==> src/include/supervisor_ctrl_pkg.sv <==
// Constants and types shared by the supervisor control register bank.
package supervisor_ctrl_pkg;

  // Register addresses on the serial register port.
  localparam logic [7:0] MONITOR_CONTROL_ADDR     = 8'h10;
  localparam logic [7:0] MONITOR_MISC_CONFIG_ADDR = 8'h11;

  // Reset values of the two registers.
  localparam logic [7:0] MONITOR_CONTROL_RESET     = 8'h00;
  localparam logic [7:0] MONITOR_MISC_CONFIG_RESET = 8'h0C;
  localparam logic [7:0] READ_UNMAPPED_VALUE       = 8'h00;

  // Field positions in the control register.
  localparam int GAIN_HI_POS      = 7;
  localparam int GAIN_LO_POS      = 6;
  localparam int SLEEP_POS        = 5;
  localparam int CTL_SPARE_POS    = 4;
  localparam int FULL_RESET_POS   = 3;
  localparam int TAG_CLEAR_POS    = 2;
  localparam int FORCE_TAG_POS    = 1;
  localparam int FORCE_IRQ_POS    = 0;

  // Field positions in the miscellaneous configuration register.
  localparam int TS_OW_POS        = 3;
  localparam int ORDER_OW_POS     = 2;
  localparam int CHECK_REQ_POS    = 1;
  localparam int CHECK_EN_POS     = 0;

  // Comparator gain override encodings and the gain factors they force.
  localparam logic [1:0] GAIN_NO_FORCE = 2'h0;
  localparam logic [1:0] GAIN_FORCE_1X = 2'h1;
  localparam logic [1:0] GAIN_FORCE_2X = 2'h2;
  localparam logic [1:0] GAIN_FORCE_4X = 2'h3;
  localparam logic [2:0] GAIN_FACTOR_NONE = 3'h0;
  localparam logic [2:0] GAIN_FACTOR_1X   = 3'h1;
  localparam logic [2:0] GAIN_FACTOR_2X   = 3'h2;
  localparam logic [2:0] GAIN_FACTOR_4X   = 3'h4;

  // Sleep power levels.
  localparam logic SLEEP_LOW_POWER  = 1'b0;
  localparam logic SLEEP_HIGH_POWER = 1'b1;

  // Number of sequence kinds: power on, power off, exit sleep, enter sleep.
  localparam int SEQ_KINDS = 4;

  // Stored contents of the control register.
  typedef struct packed {
    logic [1:0] comparator_gain_select;
    logic       sleep_power_level;
    logic       spare;
    logic       protected_full_reset;
    logic       tag_counter_clear;
    logic       force_tag_pin_low;
    logic       force_irq_pin_low;
  } monitor_control_type;

  // Stored contents of the miscellaneous configuration register.
  typedef struct packed {
    logic [3:0] spare;
    logic       timestamp_overwrite_allow;
    logic       order_log_overwrite_allow;
    logic       check_byte_required;
    logic       check_byte_enable;
  } monitor_misc_config_type;

  // One register port access from the serial interface engine.
  typedef struct packed {
    logic       wr;
    logic       rd;
    logic [7:0] addr;
    logic [7:0] wdata;
  } reg_access_type;

  // End-of-transaction report from the serial interface engine.
  typedef struct packed {
    logic done;
    logic check_present;
    logic check_good;
  } txn_report_type;

endpackage : supervisor_ctrl_pkg

==> src/rtl/supervisor_control_registers.sv <==
// Control and miscellaneous configuration registers of the voltage supervisor.
// What this block does
// RULE_01 - Two-bit scale field forces comparator gain: none, 1x, 2x or 4x.
// RULE_02 - Sleep power bit picks low (0, reset) or high sleep power.
// RULE_03 - Writing 1 to reset bit triggers full device reset; bit reads 0.
// RULE_04 - Writing 1 to counter-clear bit clears rail-tag pulse counter; reads 0. The code drops a clear written during the full reset pulse.
// RULE_05 - Force-tag bit drives tag pin low; otherwise sequence logic owns it.
// RULE_06 - Force-irq bit drives irq pin low; otherwise enabled faults own it.
// RULE_07 - Timestamp overwrite off and ready set: new sequence keeps stored timestamps.
// RULE_08 - Order overwrite off: new sequence does not replace a ready log.
// RULE_09 - Checking on and required: missing check byte is a fault.
// RULE_10 - Checking on, not required: missing byte accepted; require ignored when off.
// RULE_11 - Check enable bit turns checking off at 0 (reset) and on at 1.
// RULE_12 - Writing 0 to self-clearing bits does nothing; each 1 acts once. A counter-clear 1 written during the full reset pulse does not act.
`timescale 1ns/100ps
`default_nettype none

module supervisor_control_registers (
  input  wire logic                                i_sys_clk,
  input  wire logic                                i_reset,
  input  wire supervisor_ctrl_pkg::reg_access_type i_reg,
  output logic [7:0]                               o_reg_rdata,
  output logic                                     o_reg_rvalid,
  output logic [1:0]                               o_comparator_gain_select,
  output logic                                     o_gain_force_active,
  output logic [2:0]                               o_gain_factor,
  output logic                                     o_sleep_power_level,
  output logic                                     o_full_reset,
  output logic                                     o_tag_counter_clear,
  input  wire logic                                i_seq_tag_assert,
  input  wire logic                                i_tag_pin_in,
  output logic                                     o_tag_pin_out,
  output logic                                     o_tag_pin_oe,
  output logic                                     o_tag_pin_level,
  input  wire logic                                i_fault_irq_assert,
  input  wire logic                                i_irq_pin_n_in,
  output logic                                     o_irq_pin_n_out,
  output logic                                     o_irq_pin_n_oe,
  output logic                                     o_irq_pin_n_level,
  input  wire logic [supervisor_ctrl_pkg::SEQ_KINDS-1:0] i_seq_event,
  input  wire logic [supervisor_ctrl_pkg::SEQ_KINDS-1:0] i_order_log_ready,
  input  wire logic                                i_timestamp_ready,
  output logic [supervisor_ctrl_pkg::SEQ_KINDS-1:0] o_order_log_store,
  output logic                                     o_timestamp_store,
  input  wire supervisor_ctrl_pkg::txn_report_type i_txn,
  output logic                                     o_txn_accept,
  output logic                                     o_check_fault
);

  // Gain factor forced by a scale field code; none when no override.
  function automatic logic [2:0] gain_factor_of(input logic [1:0] code);
    logic [2:0] factor;
    factor = supervisor_ctrl_pkg::GAIN_FACTOR_NONE;
    unique case (code)
      supervisor_ctrl_pkg::GAIN_NO_FORCE: factor = supervisor_ctrl_pkg::GAIN_FACTOR_NONE;
      supervisor_ctrl_pkg::GAIN_FORCE_1X: factor = supervisor_ctrl_pkg::GAIN_FACTOR_1X;
      supervisor_ctrl_pkg::GAIN_FORCE_2X: factor = supervisor_ctrl_pkg::GAIN_FACTOR_2X;
      supervisor_ctrl_pkg::GAIN_FORCE_4X: factor = supervisor_ctrl_pkg::GAIN_FACTOR_4X;
    endcase
    return factor;
  endfunction : gain_factor_of

  supervisor_ctrl_pkg::monitor_control_type     ctl_q;
  supervisor_ctrl_pkg::monitor_control_type     ctl_d;
  supervisor_ctrl_pkg::monitor_misc_config_type misc_q;
  supervisor_ctrl_pkg::monitor_misc_config_type misc_d;
  supervisor_ctrl_pkg::monitor_control_type     ctl_wr;
  logic                                         ctl_hit;
  logic                                         misc_hit;
  logic                                         ctl_write;
  logic                                         misc_write;
  logic                                         reg_clear;
  logic                                         full_reset_d;
  logic                                         full_reset_q;
  logic                                         tag_clear_d;
  logic                                         tag_clear_q;
  logic [7:0]                                   ctl_read;
  logic [7:0]                                   rdata_d;
  logic [7:0]                                   rdata_q;
  logic                                         rvalid_q;
  logic [supervisor_ctrl_pkg::SEQ_KINDS-1:0]    order_store_d;
  logic [supervisor_ctrl_pkg::SEQ_KINDS-1:0]    order_store_q;
  logic                                         ts_store_d;
  logic                                         ts_store_q;

  // Address decode of the register port.
  assign ctl_hit    = (i_reg.addr == supervisor_ctrl_pkg::MONITOR_CONTROL_ADDR);
  assign misc_hit   = (i_reg.addr == supervisor_ctrl_pkg::MONITOR_MISC_CONFIG_ADDR);
  assign ctl_write  = i_reg.wr & ctl_hit;
  assign misc_write = i_reg.wr & misc_hit;
  assign ctl_wr     = supervisor_ctrl_pkg::monitor_control_type'(i_reg.wdata);

  // The self-clearing bits never store; each write of 1 launches one pulse, except a counter clear written during the reset pulse.
  assign full_reset_d = ctl_write & ctl_wr.protected_full_reset; // [RULE_03] [RULE_12]
  assign tag_clear_d  = ctl_write & ctl_wr.tag_counter_clear; // [RULE_04] [RULE_12]

  // Next register values; stored bits follow writes, self-clearing bits stay zero.
  always_comb begin
    ctl_d  = ctl_q;
    misc_d = misc_q;
    if (ctl_write) begin
      ctl_d                      = ctl_wr;
      ctl_d.protected_full_reset = 1'b0; // [RULE_03]
      ctl_d.tag_counter_clear    = 1'b0; // [RULE_04]
    end
    if (misc_write) begin
      misc_d = supervisor_ctrl_pkg::monitor_misc_config_type'(i_reg.wdata);
    end
  end

  // A full device reset returns both registers to their reset values.
  assign reg_clear = i_reset | full_reset_q; // [RULE_03]

  // Register storage.
  always_ff @(posedge i_sys_clk) begin
    if (reg_clear) begin
      ctl_q  <= supervisor_ctrl_pkg::monitor_control_type'(
                  supervisor_ctrl_pkg::MONITOR_CONTROL_RESET);
      misc_q <= supervisor_ctrl_pkg::monitor_misc_config_type'(
                  supervisor_ctrl_pkg::MONITOR_MISC_CONFIG_RESET);
    end else begin
      ctl_q  <= ctl_d;
      misc_q <= misc_d;
    end
  end

  // Action pulses; the reset pulse is not itself cleared by the full reset.
  // A clear launched beside the reset pulse is dropped with the reset.
  always_ff @(posedge i_sys_clk) begin
    if (i_reset) begin
      full_reset_q <= 1'b0;
      tag_clear_q  <= 1'b0;
    end else begin
      full_reset_q <= full_reset_d;
      tag_clear_q  <= tag_clear_d & ~full_reset_q;
    end
  end

  assign o_full_reset        = full_reset_q; // [RULE_03]
  assign o_tag_counter_clear = tag_clear_q; // [RULE_04]

  // Read mux; the self-clearing bits always read back as zero.
  always_comb begin
    ctl_read                                            = ctl_q;
    ctl_read[supervisor_ctrl_pkg::FULL_RESET_POS]      = 1'b0; // [RULE_03]
    ctl_read[supervisor_ctrl_pkg::TAG_CLEAR_POS]       = 1'b0; // [RULE_04]
    if (ctl_hit) begin
      rdata_d = ctl_read;
    end else if (misc_hit) begin
      rdata_d = misc_q;
    end else begin
      rdata_d = supervisor_ctrl_pkg::READ_UNMAPPED_VALUE;
    end
  end

  // Read data is captured on the edge that takes the read request.
  // Unmapped reads still answer, with zero data.
  always_ff @(posedge i_sys_clk) begin
    if (i_reset) begin
      rdata_q  <= supervisor_ctrl_pkg::READ_UNMAPPED_VALUE;
      rvalid_q <= 1'b0;
    end else begin
      rvalid_q <= i_reg.rd;
      if (i_reg.rd) begin
        rdata_q <= rdata_d;
      end
    end
  end

  assign o_reg_rdata  = rdata_q;
  assign o_reg_rvalid = rvalid_q;

  // Comparator gain override and sleep power level.
  assign o_comparator_gain_select = ctl_q.comparator_gain_select; // [RULE_01]
  assign o_gain_force_active      =
    (ctl_q.comparator_gain_select != supervisor_ctrl_pkg::GAIN_NO_FORCE); // [RULE_01]
  assign o_gain_factor            = gain_factor_of(ctl_q.comparator_gain_select); // [RULE_01]
  assign o_sleep_power_level      = ctl_q.sleep_power_level; // [RULE_02]

  // Open-drain pins only ever pull low; release hands the pin to its owner.
  assign o_tag_pin_out     = 1'b0;
  assign o_tag_pin_oe      = ctl_q.force_tag_pin_low | i_seq_tag_assert; // [RULE_05]
  assign o_tag_pin_level   = i_tag_pin_in;
  assign o_irq_pin_n_out   = 1'b0;
  assign o_irq_pin_n_oe    = ctl_q.force_irq_pin_low | i_fault_irq_assert; // [RULE_06]
  assign o_irq_pin_n_level = i_irq_pin_n_in;

  // Log write permission per sequence kind; unread logs are kept unless overwrite is allowed.
  genvar kind;
  generate
    for (kind = 0; kind < supervisor_ctrl_pkg::SEQ_KINDS; kind++) begin : g_order_gate
      assign order_store_d[kind] = i_seq_event[kind] &
                                   (misc_q.order_log_overwrite_allow |
                                    ~i_order_log_ready[kind]); // [RULE_08]
    end
  endgenerate

  assign ts_store_d = (|i_seq_event) &
                      (misc_q.timestamp_overwrite_allow | ~i_timestamp_ready); // [RULE_07]

  // Store strobes go out one edge after the sequence event.
  always_ff @(posedge i_sys_clk) begin
    if (i_reset) begin
      order_store_q <= '0;
      ts_store_q    <= 1'b0;
    end else begin
      order_store_q <= order_store_d;
      ts_store_q    <= ts_store_d;
    end
  end

  assign o_order_log_store = order_store_q;
  assign o_timestamp_store = ts_store_q;

  // Packet check byte policy.
  check_byte_policy u_check_byte_policy (
    .i_sys_clk             (i_sys_clk),
    .i_reset               (i_reset),
    .i_txn                 (i_txn),
    .i_check_byte_enable   (misc_q.check_byte_enable), // [RULE_11]
    .i_check_byte_required (misc_q.check_byte_required),
    .o_txn_accept          (o_txn_accept),
    .o_check_fault         (o_check_fault)
  );

  // Control writes reach the stored fields one edge later.
  chk_gain_factor_map: assert property (@(posedge i_sys_clk) disable iff (i_reset) // [RULE_01]
    (ctl_write && !full_reset_q) |=> (o_comparator_gain_select == $past(i_reg.wdata[7:6]) &&
      o_gain_factor == gain_factor_of($past(i_reg.wdata[7:6]))))
    else $error("Gain override did not follow the written scale field.");

  chk_sleep_level_write: assert property (@(posedge i_sys_clk) disable iff (i_reset) // [RULE_02]
    (ctl_write && !full_reset_q) |=> (o_sleep_power_level == $past(i_reg.wdata[5])))
    else $error("Sleep power level did not follow the write.");

  chk_gain_force_flag: assert property (@(posedge i_sys_clk) disable iff (i_reset) // [RULE_01]
    (ctl_write && !full_reset_q) |=> (o_gain_force_active == ($past(i_reg.wdata[7:6]) != 2'h0)))
    else $error("Gain force flag is wrong.");

  // The full reset pulse restores both registers.
  chk_full_reset_defaults: assert property (@(posedge i_sys_clk) disable iff (i_reset) // [RULE_03]
    full_reset_d |=> o_full_reset ##1 (ctl_q == supervisor_ctrl_pkg::MONITOR_CONTROL_RESET &&
      misc_q == supervisor_ctrl_pkg::MONITOR_MISC_CONFIG_RESET))
    else $error("Full reset did not pulse and restore defaults.");

  // Control reads never show the action bits.
  chk_reset_bits_readzero: assert property (@(posedge i_sys_clk) disable iff (i_reset) // [RULE_03]
    (i_reg.rd && ctl_hit) |=> (o_reg_rvalid && o_reg_rdata[3:2] == 2'h0))
    else $error("Self-clearing bits read back nonzero.");

  chk_self_clear_store: assert property (@(posedge i_sys_clk) disable iff (i_reset) // [RULE_12]
    ctl_write |=> (!ctl_q.protected_full_reset && !ctl_q.tag_counter_clear))
    else $error("A self-clearing bit was stored.");

  chk_tag_clear_once: assert property (@(posedge i_sys_clk) disable iff (i_reset) // [RULE_04]
    o_tag_counter_clear |-> ($past(ctl_write) && $past(i_reg.wdata[2])) ##1
      (!o_tag_counter_clear || $past(tag_clear_d)))
    else $error("Tag counter clear pulsed without a matching write.");

  chk_zero_write_inert: assert property (@(posedge i_sys_clk) disable iff (i_reset) // [RULE_12]
    (ctl_write && !i_reg.wdata[3] && !i_reg.wdata[2]) |=> (!o_full_reset && !o_tag_counter_clear))
    else $error("Writing zero to a self-clearing bit had an effect.");

  // Forced pins pull low; released pins follow their owner.
  chk_tag_pin_force: assert property (@(posedge i_sys_clk) disable iff (i_reset) // [RULE_05]
    (ctl_write && i_reg.wdata[1] && !full_reset_q) |=> (o_tag_pin_oe && !o_tag_pin_out))
    else $error("Force bit did not pull the tag pin low.");

  chk_tag_pin_release: assert property (@(posedge i_sys_clk) disable iff (i_reset) // [RULE_05]
    (ctl_write && !i_reg.wdata[1]) ##1 !i_seq_tag_assert |-> !o_tag_pin_oe)
    else $error("Released tag pin still pulled low.");

  chk_irq_pin_force: assert property (@(posedge i_sys_clk) disable iff (i_reset) // [RULE_06]
    (ctl_write && i_reg.wdata[0] && !full_reset_q) |=> (o_irq_pin_n_oe && !o_irq_pin_n_out))
    else $error("Force bit did not pull the irq pin low.");

  chk_irq_pin_release: assert property (@(posedge i_sys_clk) disable iff (i_reset) // [RULE_06]
    (ctl_write && !i_reg.wdata[0]) ##1 !i_fault_irq_assert |-> !o_irq_pin_n_oe)
    else $error("Released irq pin still pulled low.");

  // Store strobes honour the overwrite permissions.
  chk_timestamp_kept: assert property (@(posedge i_sys_clk) disable iff (i_reset) // [RULE_07]
    (!misc_q.timestamp_overwrite_allow && i_timestamp_ready) |=> !o_timestamp_store)
    else $error("Ready timestamps were overwritten.");

  chk_timestamp_allowed: assert property (@(posedge i_sys_clk) disable iff (i_reset) // [RULE_07]
    ((|i_seq_event) && misc_q.timestamp_overwrite_allow) |=> o_timestamp_store)
    else $error("Allowed timestamp store missing.");

  chk_order_log_kept: assert property (@(posedge i_sys_clk) disable iff (i_reset) // [RULE_08]
    (i_seq_event[0] && i_order_log_ready[0] && !misc_q.order_log_overwrite_allow)
      |=> !o_order_log_store[0])
    else $error("Ready power-on log was overwritten.");

  chk_order_log_allowed: assert property (@(posedge i_sys_clk) disable iff (i_reset) // [RULE_08]
    (i_seq_event != '0 && misc_q.order_log_overwrite_allow)
      |=> (o_order_log_store == $past(i_seq_event)))
    else $error("Allowed log overwrite did not store.");

  // The check policy sees the stored enable bit.
  chk_check_enable_write: assert property (@(posedge i_sys_clk) disable iff (i_reset) // [RULE_11]
    (misc_write && !full_reset_q) |=> (misc_q.check_byte_enable == $past(i_reg.wdata[0])))
    else $error("Check enable bit did not follow the write.");

endmodule : supervisor_control_registers

`default_nettype wire

==> src/rtl/check_byte_policy.sv <==
// Packet check byte policy applied at the end of each serial transaction.
`timescale 1ns/100ps
`default_nettype none

module check_byte_policy (
  input  wire logic                           i_sys_clk,
  input  wire logic                           i_reset,
  input  wire supervisor_ctrl_pkg::txn_report_type i_txn,
  input  wire logic                           i_check_byte_enable,
  input  wire logic                           i_check_byte_required,
  output logic                                o_txn_accept,
  output logic                                o_check_fault
);

  logic bad_present;
  logic bad_missing;
  logic fault_d;
  logic fault_q;
  logic accept_q;

  // A present byte that mismatches is bad; a missing one is bad only when required.
  assign bad_present = i_txn.check_present & ~i_txn.check_good;
  assign bad_missing = ~i_txn.check_present & i_check_byte_required; // [RULE_09] [RULE_10]
  assign fault_d     = i_txn.done & i_check_byte_enable & (bad_present | bad_missing); // [RULE_11]

  // One-cycle verdict pulses, one edge after the transaction ends.
  always_ff @(posedge i_sys_clk) begin
    if (i_reset) begin
      fault_q  <= 1'b0;
      accept_q <= 1'b0;
    end else begin
      fault_q  <= fault_d;
      accept_q <= i_txn.done & ~fault_d;
    end
  end

  assign o_check_fault = fault_q;
  assign o_txn_accept  = accept_q;

  chk_required_fault: assert property (@(posedge i_sys_clk) disable iff (i_reset) // [RULE_09]
    (i_txn.done && i_check_byte_enable && i_check_byte_required && !i_txn.check_present)
      |=> (o_check_fault && !o_txn_accept))
    else $error("Missing required check byte did not fault.");

  chk_lenient_accept: assert property (@(posedge i_sys_clk) disable iff (i_reset) // [RULE_10]
    (i_txn.done && i_check_byte_enable && !i_check_byte_required && !i_txn.check_present)
      |=> (o_txn_accept && !o_check_fault))
    else $error("Missing optional check byte was not accepted.");

  chk_disabled_no_fault: assert property (@(posedge i_sys_clk) disable iff (i_reset) // [RULE_11]
    !i_check_byte_enable |=> !o_check_fault)
    else $error("Check fault raised while checking is off.");

endmodule : check_byte_policy

`default_nettype wire

==> config.mk <==
export PLATFORM = sky130hd
export DESIGN_NAME = supervisor_control_registers
export DESIGN_NICKNAME = d
export VERILOG_FILES = /design/src/include/supervisor_ctrl_pkg.sv /design/src/rtl/supervisor_control_registers.sv /design/src/rtl/check_byte_policy.sv
export SDC_FILE = /design/constraint.sdc
export NUM_CORES = 1
export LEC_CHECK = 0
export ABC_AREA = 1
export CORE_MARGIN = 8
export CORE_UTILIZATION = 40
export CTS_CLUSTER_SIZE = 30
export DETAILED_ROUTE_END_ITERATION = 7
export DONT_BUFFER_PORTS = 1
export GPL_TIMING_DRIVEN = 0
export SLEW_MARGIN = 20
export SYNTH_ARGS = -nofsm -noshare
export SYNTH_HDL_FRONTEND = slang
export SYNTH_SLANG_ARGS = --single-unit
==> constraint.sdc <==
create_clock -name i_sys_clk -period 3 [get_ports i_sys_clk]
set_clock_uncertainty 0.2 [all_clocks]
set_input_delay 0.3 -clock i_sys_clk [delete_from_list [all_inputs] [get_ports i_sys_clk]]
set_output_delay 0.3 -clock i_sys_clk [all_outputs]
set_load 0.1 [all_outputs]
Word-level counts from Yosys, hierarchy flattened --
Cells that the tools add are included.
Cells by class: multiply operators 0, bitwise logic cells 33, reduce and logical (&&, ||, !) cells 3, divide/modulo/power cells 0, shift-type cells 0, $lt $le $gt $ge 0, eq/ne operators 5, mux-type cells 3, $add $sub $neg 0
Operators by type and width (count):
- $eq 8x5->1 const B | 2
- $mux 8 | 2
- $and 1x1->1 | 15
- $pmux 3 s4 | 1
- $not 1->1 | 9
- $or 1x1->1 | 9
- $eq 2x2->1 const B | 2
- $reduce_or 4->1 | 1
- $eq 2x1->1 const B | 1
- $logic_not 2->1 | 1
- $reduce_bool 2->1 | 1
Word-level totals: output and inout port bits 31, register bits after elaboration 32, memory bits (read-only) 0, memories 0, memory bits (writable) 0, latch bits 0

Logic depth before layout (Yosys ltp) --
Gate-level depths: netlist of the first run.
depth in word-level cells 6, mapped depth 8, gate-level depth less buffers 7

Cells and area by module --
Synthesis of the first run repeated with hierarchy kept, for this count alone.
Unflattened totals: cell total of the unflattened synthesis 229, area total of the unflattened synthesis 1522.7 sq um
By module, submodules not included:
- supervisor_control_registers | area an instance 1426.4 sq um, cells an instance 215, sequential area each 600.6 sq um, instances 1
- check_byte_policy | area an instance 96.3 sq um, cells an instance 14, sequential area each 40.0 sq um, instances 1

Least setup slack after synthesis of the first run --
OpenSTA, ideal clock, no wires.
path type reg-to-output, from register ctl_q (netlist bit o_comparator_gain_select[0]), to output port o_gain_factor[0], arrival 1.693 ns, path slack 0.807 ns, stages on the path, launching flop included 3, cells stage by stage dfxtp_1 -> inv_1 -> nor2_1
Between the ends: longest elaborated chain between the ends 2, elaborated cells between the ends (all ways) 5, those cells by class 3 x eq/ne; 1 x mux; 1 x reduce/logical
Ends and longest elaborated chain:
- from (decl) | RTL line supervisor_control_registers.sv:63 | supervisor_ctrl_pkg::monitor_control_type ctl_q;
- from (signal assigned) | RTL line supervisor_control_registers.sv:117 | ctl_q <= supervisor_ctrl_pkg::monitor_control_type'(
- from (signal assigned) | RTL line supervisor_control_registers.sv:122 | ctl_q <= ctl_d;
- $eq 2x2->1 (tied with other cells) | RTL line supervisor_control_registers.sv:54 | unique case (code)
- $pmux 3 s4 * | RTL line supervisor_control_registers.sv:54
- to (decl) | RTL line supervisor_control_registers.sv:26 | output logic [2:0] o_gain_factor,
Every way passes the cells marked *; elsewhere a longest branch is shown, timed or not.

Worst setup path in the final report of the first run --
Same ends and word-level chain as after synthesis.

==> results of run 1 <==
[state kept, by name, indices dropped and copies added (netlist names), 2 cells and up]
name / count
misc_q: 8
o_reg_rdata: 8
o_order_log_store: 4
ctl_q: 3
o_comparator_gain_select: 2
[synthesized netlist by cell type (2+ instances only)]
library cell / count / share of area [%]
inv_2: 3 / 0.74
nor2_8: 2 / 2.6
nor2_1: 50 / 12
or2_2: 2 / 0.82
a21oi_1: 5 / 1.6
nand4_1: 2 / 0.82
buf_4: 8 / 3.9
nand2_2: 5 / 2.1
inv_1: 34 / 8.4
buf_6: 2 / 1.5
nand2_1: 37 / 9.1
a211oi_1: 2 / 0.99
dfxtp_1: 32 / 42
nand3_1: 28 / 9.2
[repair_timing]
| action | 4_1_cts | 5_1_grt |
|---|---|---|
| endpoints found under the setup margin | 0 | 0 |
| endpoints found under the hold margin | 20 | 0 |
| hold buffers | 20 | 0 |
[worst max-delay path, stage by stage (launching register included)]
cell and delay (ns):
dfxtp_1 0.44, inv_1 0.09, nor2_2 0.81
[cell usage in the layout, fill, tap and decap left out, types with 2 or more instances in the layout]
cell type / count
buf_4: 8
nand2_1: 37
dlygate4sd3_1: 20
buf_6: 2
dfxtp_1: 32
conb_1: 2
nor2_2: 2
clkbuf_1: 3
a21oi_1: 5
inv_2: 3
clkbuf_8: 6
a211oi_1: 2
nor2_1: 48
nand3_1: 28
nor2_8: 2
nand2_2: 5
or2_2: 2
inv_1: 34
nand4_1: 2
[how the worst max path moves through the flow]
stage,from,end,slack [ns],cells after the start
after floorplan,o_comparator_gain_select[0],o_gain_factor[0],0.81,2
after global placement,o_comparator_gain_select[0],o_gain_factor[0],0.73,2
after detailed placement,o_full_reset,o_comparator_gain_select[0],1.05,4
after CTS,o_comparator_gain_select[0],o_gain_factor[0],0.87,2
after global routing,o_comparator_gain_select[1],o_gain_factor[1],0.76,2
final,o_comparator_gain_select[0],o_gain_factor[0],0.88,2
[logic make-up (layout without fill, tap and decap cells)]
| family | after synthesis | count (layout) | share of synthesized area (%) |
|---|---|---|---|
| AOI/OAI and AO/OA | 9 | 9 | 3.368 |
| DFF | 32 | 32 | 42.07 |
| buffers and inverters | 49 | 77 | 15.12 |
| other | 1 | 2 | 0.2463 |
| and+or+nand+nor | 128 | 128 | 39.19 |
[power by group through the flow]
stage | combinational (W) | sequential [W] | clock, W
detailed placement | 0.0000910 | 0.000517 | 0
finish | 0.000114 | 0.000507 | 0.000337
CTS | 0.000113 | 0.000507 | 0.000341
floorplan | 0.0000823 | 0.000514 | 0
global route | 0.000125 | 0.000508 | 0.000372
global placement | 0.0000905 | 0.000516 | 0
[stage by stage]
step | hold slack [ns] | cell area, sq um
after floorplan | 0.1911 | 1526
after global placement | 0.1933 | 1587
after detailed placement | 0.1953 | 1592
after CTS | 0.02014 | 1882
after global routing | 0.02611 | 1882
final | 0.02745 | 1882
[layout make-up]
class | instances | area [sq um]
Fill cell | 373 | 1779
Multi-Input combinational cell | 139 | 660.6
Sequential cell | 32 | 640.6
Timing Repair Buffer | 20 | 200.2
Inverter | 37 | 138.9
Buffer | 12 | 91.34
Clock buffer | 8 | 90.09
Tap cell | 48 | 60.06
[layer usage]
layer	vias up	GRT usage, %	wire [microns]
li1	709	-	-
met2	37	21.05	1863
met4	0	3.962	18
met3	2	6.912	320
met5	-	0	0
met1	562	16.25	1761
==> flow_summary.yaml, run 1 <==
cells_and_area:
  final_util_pct: 51.40
  layout-drive-gt1-share_pct: 13.31
  fin_cells: 296
  fin_nets: 283
  syn2layout_area_growth_pct: 23.58
  diodes: 0
routing:
  num_vias: 1310
  ant_nets: 0
  viasPerCell: 4.426
  totalWireLength_mm: 3.963
  drt_iter0_markers: 80
  drc_errors: 0
  wl_per_cell_microns: 13.39
  dr.pass1.iters: 4
hold_path:
  hold_path_class: "primary input to register"
  worstHoldPathCells: 3
  holdPathEnd: "u_check_byte_policy.o_check_fault"
  hp-start: "i_txn[0]"
power:
  pwr-share-seq_pct: 52.9
  p_total_w: 0.0009587
  cellPowerDensity_nw_per_um2: 509.4
  p_leak_nw: 0.9754
  p_int_w: 0.0006620
  p_switching_w: 0.0002967
  clkPwrFrac_pct: 35.2
  ir_drop_v: 0.0002773
  power_frac_comb_pct: 11.9
  power_switching_share_pct: 30.95
critical_path:
  cp-end-kind: "output port"
  r2r-end: "o_comparator_gain_select[0]"
  reg2reg_depth: 4
  worstPathRequired_ns: 2.50
  crit_fanout: 6
  critPathArrivalTime_ns: 1.62
  worst-setup-path-type: "register to output port"
  r2r-start: "o_full_reset"
  regToRegSetupSlack_ns: 1.05
  start_kind: "register"
global_route:
  grt_max_degree: 11
  grt_pass1_vias: 1322
  grt_pass1_wl_mm: 6.644
  antenna_found_initial: 0
  grt_overflow_total: 0
  track_usage_pct: 13.67
floorplan:
  coreArea_sq_um: 3661
  die_area_sq_um: 6037
  num_io_pins: 67
  fp.dieH_microns: 77.70
  fp.dieW_microns: 77.70
  start_util_pct: 41.59
  num_rows: 22
yosys:
  synth_seq_cells: 32
  yosys_most_used_dff: "dfxtp_1"
  async_flop_share_pct: 0
  yosys.cell_types.count: 21
  syn_inst: 219
  synth_seq_area_share_pct: 42.07
  synth_area_per_cell_sq_um: 6.953
  synth_edf_count: 0
  synth_area_sq_um: 1523
  ys_warn_count: 0
timing:
  setup_viol: 0
  fin_crit_sh_pct: 70.66
  fin_crit_ns: 2.120
  hold_viol: 0
  slew_viol_final: 0
  final.setup.tns_ns: 0
  relSlewSlack_pct: 29.33
  rsz0062_at_grt: "false"
  worstMarginPinSlew_ns: 1.059
  fmax_mhz: 471.7
  setup_slack_ns: 0.8801
flow_run:
  max_cap_violations: 0
placement:
  port_buffers: 0
  gp_congestion: 0.7581
  dp_hpwl_mm: 2.862
  place_ws_ns: 1.047
  place_inst: 268
clocking:
  clock_latency_ns: 0.28
  clockBufferDepth: 2
  cts_root_buffer: "clkbuf_8"
  cts_resized: 0
  cts.clk_slew.worst_paths_ns: 0.06
  h-tree-depth: 2
  cts_tree: "yes"
  cts.sinks: 32
  cts_buffers: 5
  cts_setup_buffers: 0
outcome:
  status: "complete, no violations"
No activity file was read; power rests on OpenSTA's default activity.
==> run 2, diff against run 1 <==
clock period = 1.85 ns   (was 3 ns; I/O delays follow)
==> run 2 against run 1 <==
  * The flow now finishes with violations (setup timing)
  * Largest power group unchanged
  * Utilization grew 1.2 points
  * Clock power grew 63%
  * Via count grew 3.9%
  * Non-clock buffer count grew 4
  * Worst hold slack gained 0.026 ns
  * Clock-buffer cell count is the same
  * Largest cell class unchanged
  * Flip-flop and latch count is the same
==> flow_summary.yaml, run 2 (synthesis results as in run 1) <==
hold_path:
  hold_path_class: "primary input to register"
critical_path:
  critPathArrivalTime_ns: 1.62
  start_kind: "register"
  crit_fanout: 6
  worst-setup-path-type: "register to output port"
  worstPathRequired_ns: 1.46
  cp-end-kind: "output port"
power:
  p_leak_nw: 0.9784
  ir_drop_v: 0.0004663
  p_total_w: 0.001567
  cellPowerDensity_nw_per_um2: 813.4
global_route:
  grt_overflow_total: 0
  grt_max_degree: 11
  grt_pass1_vias: 1338
  grt_pass1_wl_mm: 6.803
  antenna_found_initial: 0
  track_usage_pct: 14.03
cells_and_area:
  syn2layout_area_growth_pct: 26.54
  mostFrequentLayoutCells: "nor2_1 (48), nand2_1 (37), inv_1 (32)"
  regArea_sq_um: 641.9
  diodes: 0
  layout-drive-gt1-share_pct: 14.29
  fin_nets: 287
  final_common_cell: "nor2_1"
  final_util_pct: 52.63
  multi_input_area_sq_um: 660.6
  filler_cell_count: 370
clocking:
  cts_buffers: 5
  cts.sinks: 32
  h-tree-depth: 2
  clock_latency_ns: 0.28
  cts_root_buffer: "clkbuf_8"
  cts_tree: "yes"
  clockBufferDepth: 2
  cts.clk_slew.worst_paths_ns: 0.07
floorplan:
  fp.dieW_microns: 77.70
  die_area_sq_um: 6037
  num_io_pins: 67
  fp.dieH_microns: 77.70
  num_rows: 22
  coreArea_sq_um: 3661
  start_util_pct: 41.59
outcome:
  violations: "setup timing"
  status: "finished with violations"
timing:
  fin_crit_sh_pct: 108.4
  setup_viol: 3
  slew_viol_final: 0
  fmax_mhz: 498.6
  worstMarginPinSlew_ns: 1.059
  fin_crit_ns: 2.006
  rsz0062_at_grt: "true"
  hold_viol: 0
  setup_slack_ns: -0.1557
  hold_ws_ns: 0.05372
  relSlewSlack_pct: 29.33
  final.setup.tns_ns: -0.3277
routing:
  drt_iter0_markers: 75
  drc_errors: 0
  ant_nets: 0
  viasPerCell: 4.537
  wl_per_cell_microns: 13.47
  num_vias: 1361
  dr.pass1.iters: 4
  totalWireLength_mm: 4.041
placement:
  port_buffers: 0
  gp_congestion: 0.7581
  place_ws_ns: -0.1028
  dp_hpwl_mm: 2.862
flow_run:
  max_cap_violations: 0
## run 2: cell count changes in the layout (fill, tap and decap cells not counted), sizes merged
cell         delta
clkinvlp        +1
dlygate4sd3     +4
inv             -1
## run 2: stage by stage
| stage | instance area, sq um | std cells |
|---|---|---|
| after global routing | 1927 | 300 |
| after floorplan | 1526 | 220 |
| after global placement | 1587 | 268 |
| final | 1927 | 300 |
| after CTS | 1923 | 300 |
| after detailed placement | 1592 | 268 |
## run 2: final timing paths
kind                                     from                to  slack (ns)  depth (start not counted)
setup / recovery  o_comparator_gain_select[0]  o_gain_factor[0]       -0.16                          2
hold / removal                      i_reg[17]          ctl_q[1]        0.05                          4
setup reg to reg          o_sleep_power_level    o_reg_rdata[5]        0.22                          4
hold reg to reg                      ctl_q[4]          ctl_q[4]        0.29                          2
## run 2: critical path, cell delays in order (launching register included)
cell,delay [ns]
dfxtp_1,0.44
inv_1,0.09
nor2_2,0.81
## run 2: repair_timing
item,4_1_cts,5_1_grt
endpoints found under the hold margin,29,0
endpoints found under the setup margin,13,5
cloned,0,0
setup buffers,0,0
hold buffers,24,0
resized for setup,1,2
## run 2: routing by layer
layer / up-vias / track usage [%] / wire length (microns)
met5: - / 0 / 0
met4: 0 / 3.962 / 18
met3: 2 / 6.797 / 268
met2: 38 / 21.97 / 1966
met1: 604 / 16.59 / 1787
li1: 717 / - / -
## run 2: layout make-up
| type | instances | area share [%] |
|---|---|---|
| repair buffers | 24 | 12.47 |
| plain buffers | 12 | 4.740 |
| well taps | 48 | 3.117 |
| multi-input cells | 139 | 34.29 |
| inverters | 37 | 7.403 |
| flip-flops and latches | 32 | 33.31 |
| clock buffers | 8 | 4.675 |
## run 2: power by group
part	internal [W]	switching, W
logic	0.0000698	0.000125
clock network	0.000303	0.000247
registers	0.000705	0.000118
==> run 3, diff against run 2 <==
CELL_PAD_IN_SITES_DETAIL_PLACEMENT = 0   (was unset)
CELL_PAD_IN_SITES_GLOBAL_PLACEMENT = 2   (was unset)
CORE_UTILIZATION = 28   (was 40)
PLACE_DENSITY_LB_ADDON = 0.1   (was unset)
==> run 3 against run 2 <==
  * The flow still finishes with violations (setup timing)
  * Utilization down 16 points
  * Critical path depth unchanged
  * Power up 6.4%
  * Largest cell class unchanged
  * Largest power group unchanged
  * Highest routed layer unchanged
==> flow_summary.yaml, run 3 (synthesis results as in run 1) <==
timing:
  rsz0062_at_grt: "true"
  hold_ws_ns: 0.03125
  relSlewSlack_pct: 28.33
  fin_crit_sh_pct: 109.5
  fin_crit_ns: 2.025
  fmax_mhz: 493.8
  setup_slack_ns: -0.1751
  slew_viol_final: 0
  setup_viol: 3
  worstMarginPinSlew_ns: 1.074
  final.setup.tns_ns: -0.3801
  hold_viol: 0
floorplan:
  die_area_sq_um: 8054
  start_util_pct: 28.35
  fp.dieW_microns: 89.75
  num_rows: 27
  coreArea_sq_um: 5371
  num_io_pins: 67
  fp.dieH_microns: 89.75
cells_and_area:
  fin_nets: 288
  filler_cell_count: 588
  mostFrequentLayoutCells: "nor2_1 (48), nand2_1 (37), inv_1 (33)"
  final_area_sq_um: 1984
  syn2layout_area_growth_pct: 30.32
  layout-drive-gt1-share_pct: 14.23
  diodes: 0
  final_common_cell: "nor2_1"
critical_path:
  crit_fanout: 6
  crit_path_cell_trace: "inv_1, nor2_2"
  worstPathRequired_ns: 1.46
  cp-end-kind: "output port"
  worst-setup-path-type: "register to output port"
  critPathArrivalTime_ns: 1.64
  start_kind: "register"
  slowest_stage: "nor2_2"
  critPathMaxStageDelay_ns: 0.81
global_route:
  antenna_found_initial: 0
  grt_pass1_vias: 1408
  grt_overflow_total: 0
  track_usage_pct: 10.82
  grt_max_degree: 11
  grt_pass1_wl_mm: 7.148
placement:
  dp_hpwl_mm: 3.364
  port_buffers: 0
  gp_congestion: 0.7332
  placed_cell_area_sq_um: 1622
clocking:
  cts_tree: "yes"
  h-tree-depth: 2
  cts_root_buffer: "clkbuf_8"
  cts_buffers: 5
  cts.clk_slew.worst_paths_ns: 0.07
  clockBufferDepth: 2
  cts_setup_buffers: 0
  cts.sinks: 32
  clock_latency_ns: 0.28
power:
  cellPowerDensity_nw_per_um2: 840.0
  p_total_w: 0.001667
  p_leak_nw: 0.9920
  ir_drop_v: 0.0003448
routing:
  wl_per_cell_microns: 13.13
  drc_errors: 0
  drt_iter0_markers: 57
  totalWireLength_mm: 4.268
  num_vias: 1368
  viasPerCell: 4.209
  ant_nets: 0
  dr.pass1.iters: 5
outcome:
  status: "finished with violations"
  violations: "setup timing"
flow_run:
  max_cap_violations: 0
hold_path:
  hold_path_class: "primary input to register"
run 3: what timing repair did:
| item | 4_1_cts | 5_1_grt |
|---|---|---|
| hold endpoints to repair | 29 | 0 |
| resized for setup | 1 | 1 |
| endpoints found under the setup margin | 13 | 4 |
| pin swaps | 0 | 0 |
| hold buffers | 25 | 0 |
run 3: where the power goes:
part / switching, W / total (W) / leakage (nW) / internal, W
clock: 0.000250 / 0.000650 / 0.0552 / 0.000399
combinational: 0.000124 / 0.000195 / 0.675 / 0.0000710
sequential: 0.000118 / 0.000822 / 0.261 / 0.000705
run 3: path summary, 6_finish.rpt:
check | slack (ns) | from | cells past startpoint | end
hold / removal | 0.03 | i_reg[12] | 4 | o_full_reset
setup / recovery | -0.18 | o_comparator_gain_select[1] | 2 | o_gain_factor[1]
setup reg to reg | 0.16 | o_sleep_power_level | 4 | o_reg_rdata[5]
hold reg to reg | 0.30 | ctl_q[4] | 2 | ctl_q[4]
run 3: layout make-up:
class	instances	area (sq um)	area share, %
Buffer	12	91.34	4.603
Clock inverter	2	35.03	1.765
Tap cell	72	90.09	4.540
Multi-Input combinational cell	139	660.6	33.29
Timing Repair Buffer	25	250.2	12.61
Clock buffer	6	72.57	3.657
Sequential cell	32	641.9	32.35
Inverter	37	142.6	7.188
run 3: critical path, delay by kind of cell (launching register included):
| kind | cells | cell delay [ns] |
|---|---|---|
| AND/OR/NAND/NOR | 1 | 0.81 |
| flip-flops | 1 | 0.45 |
| buffers and inverters | 1 | 0.10 |
run 3: metrics by stage:
step	setup WS (ns)	std cells	utilization (%)
4_1_cts	-0.2061	325	36.87
6_report	-0.1751	325	36.94
3_5_place_dp	-0.09086	292	30.19
5_1_grt	-0.2456	325	36.94
3_3_place_gp	-0.3291	292	30.10
2_1_floorplan	-0.2284	220	-
run 3: layer usage:
| layer | part of all wire [%] | GRT usage [%] |
|---|---|---|
| met1 | 43 | 12.35 |
| met2 | 49 | 17.67 |
| met3 | 8.1 | 4.988 |
| met4 | 0.45 | 2.962 |
| met5 | 0 | 0 |
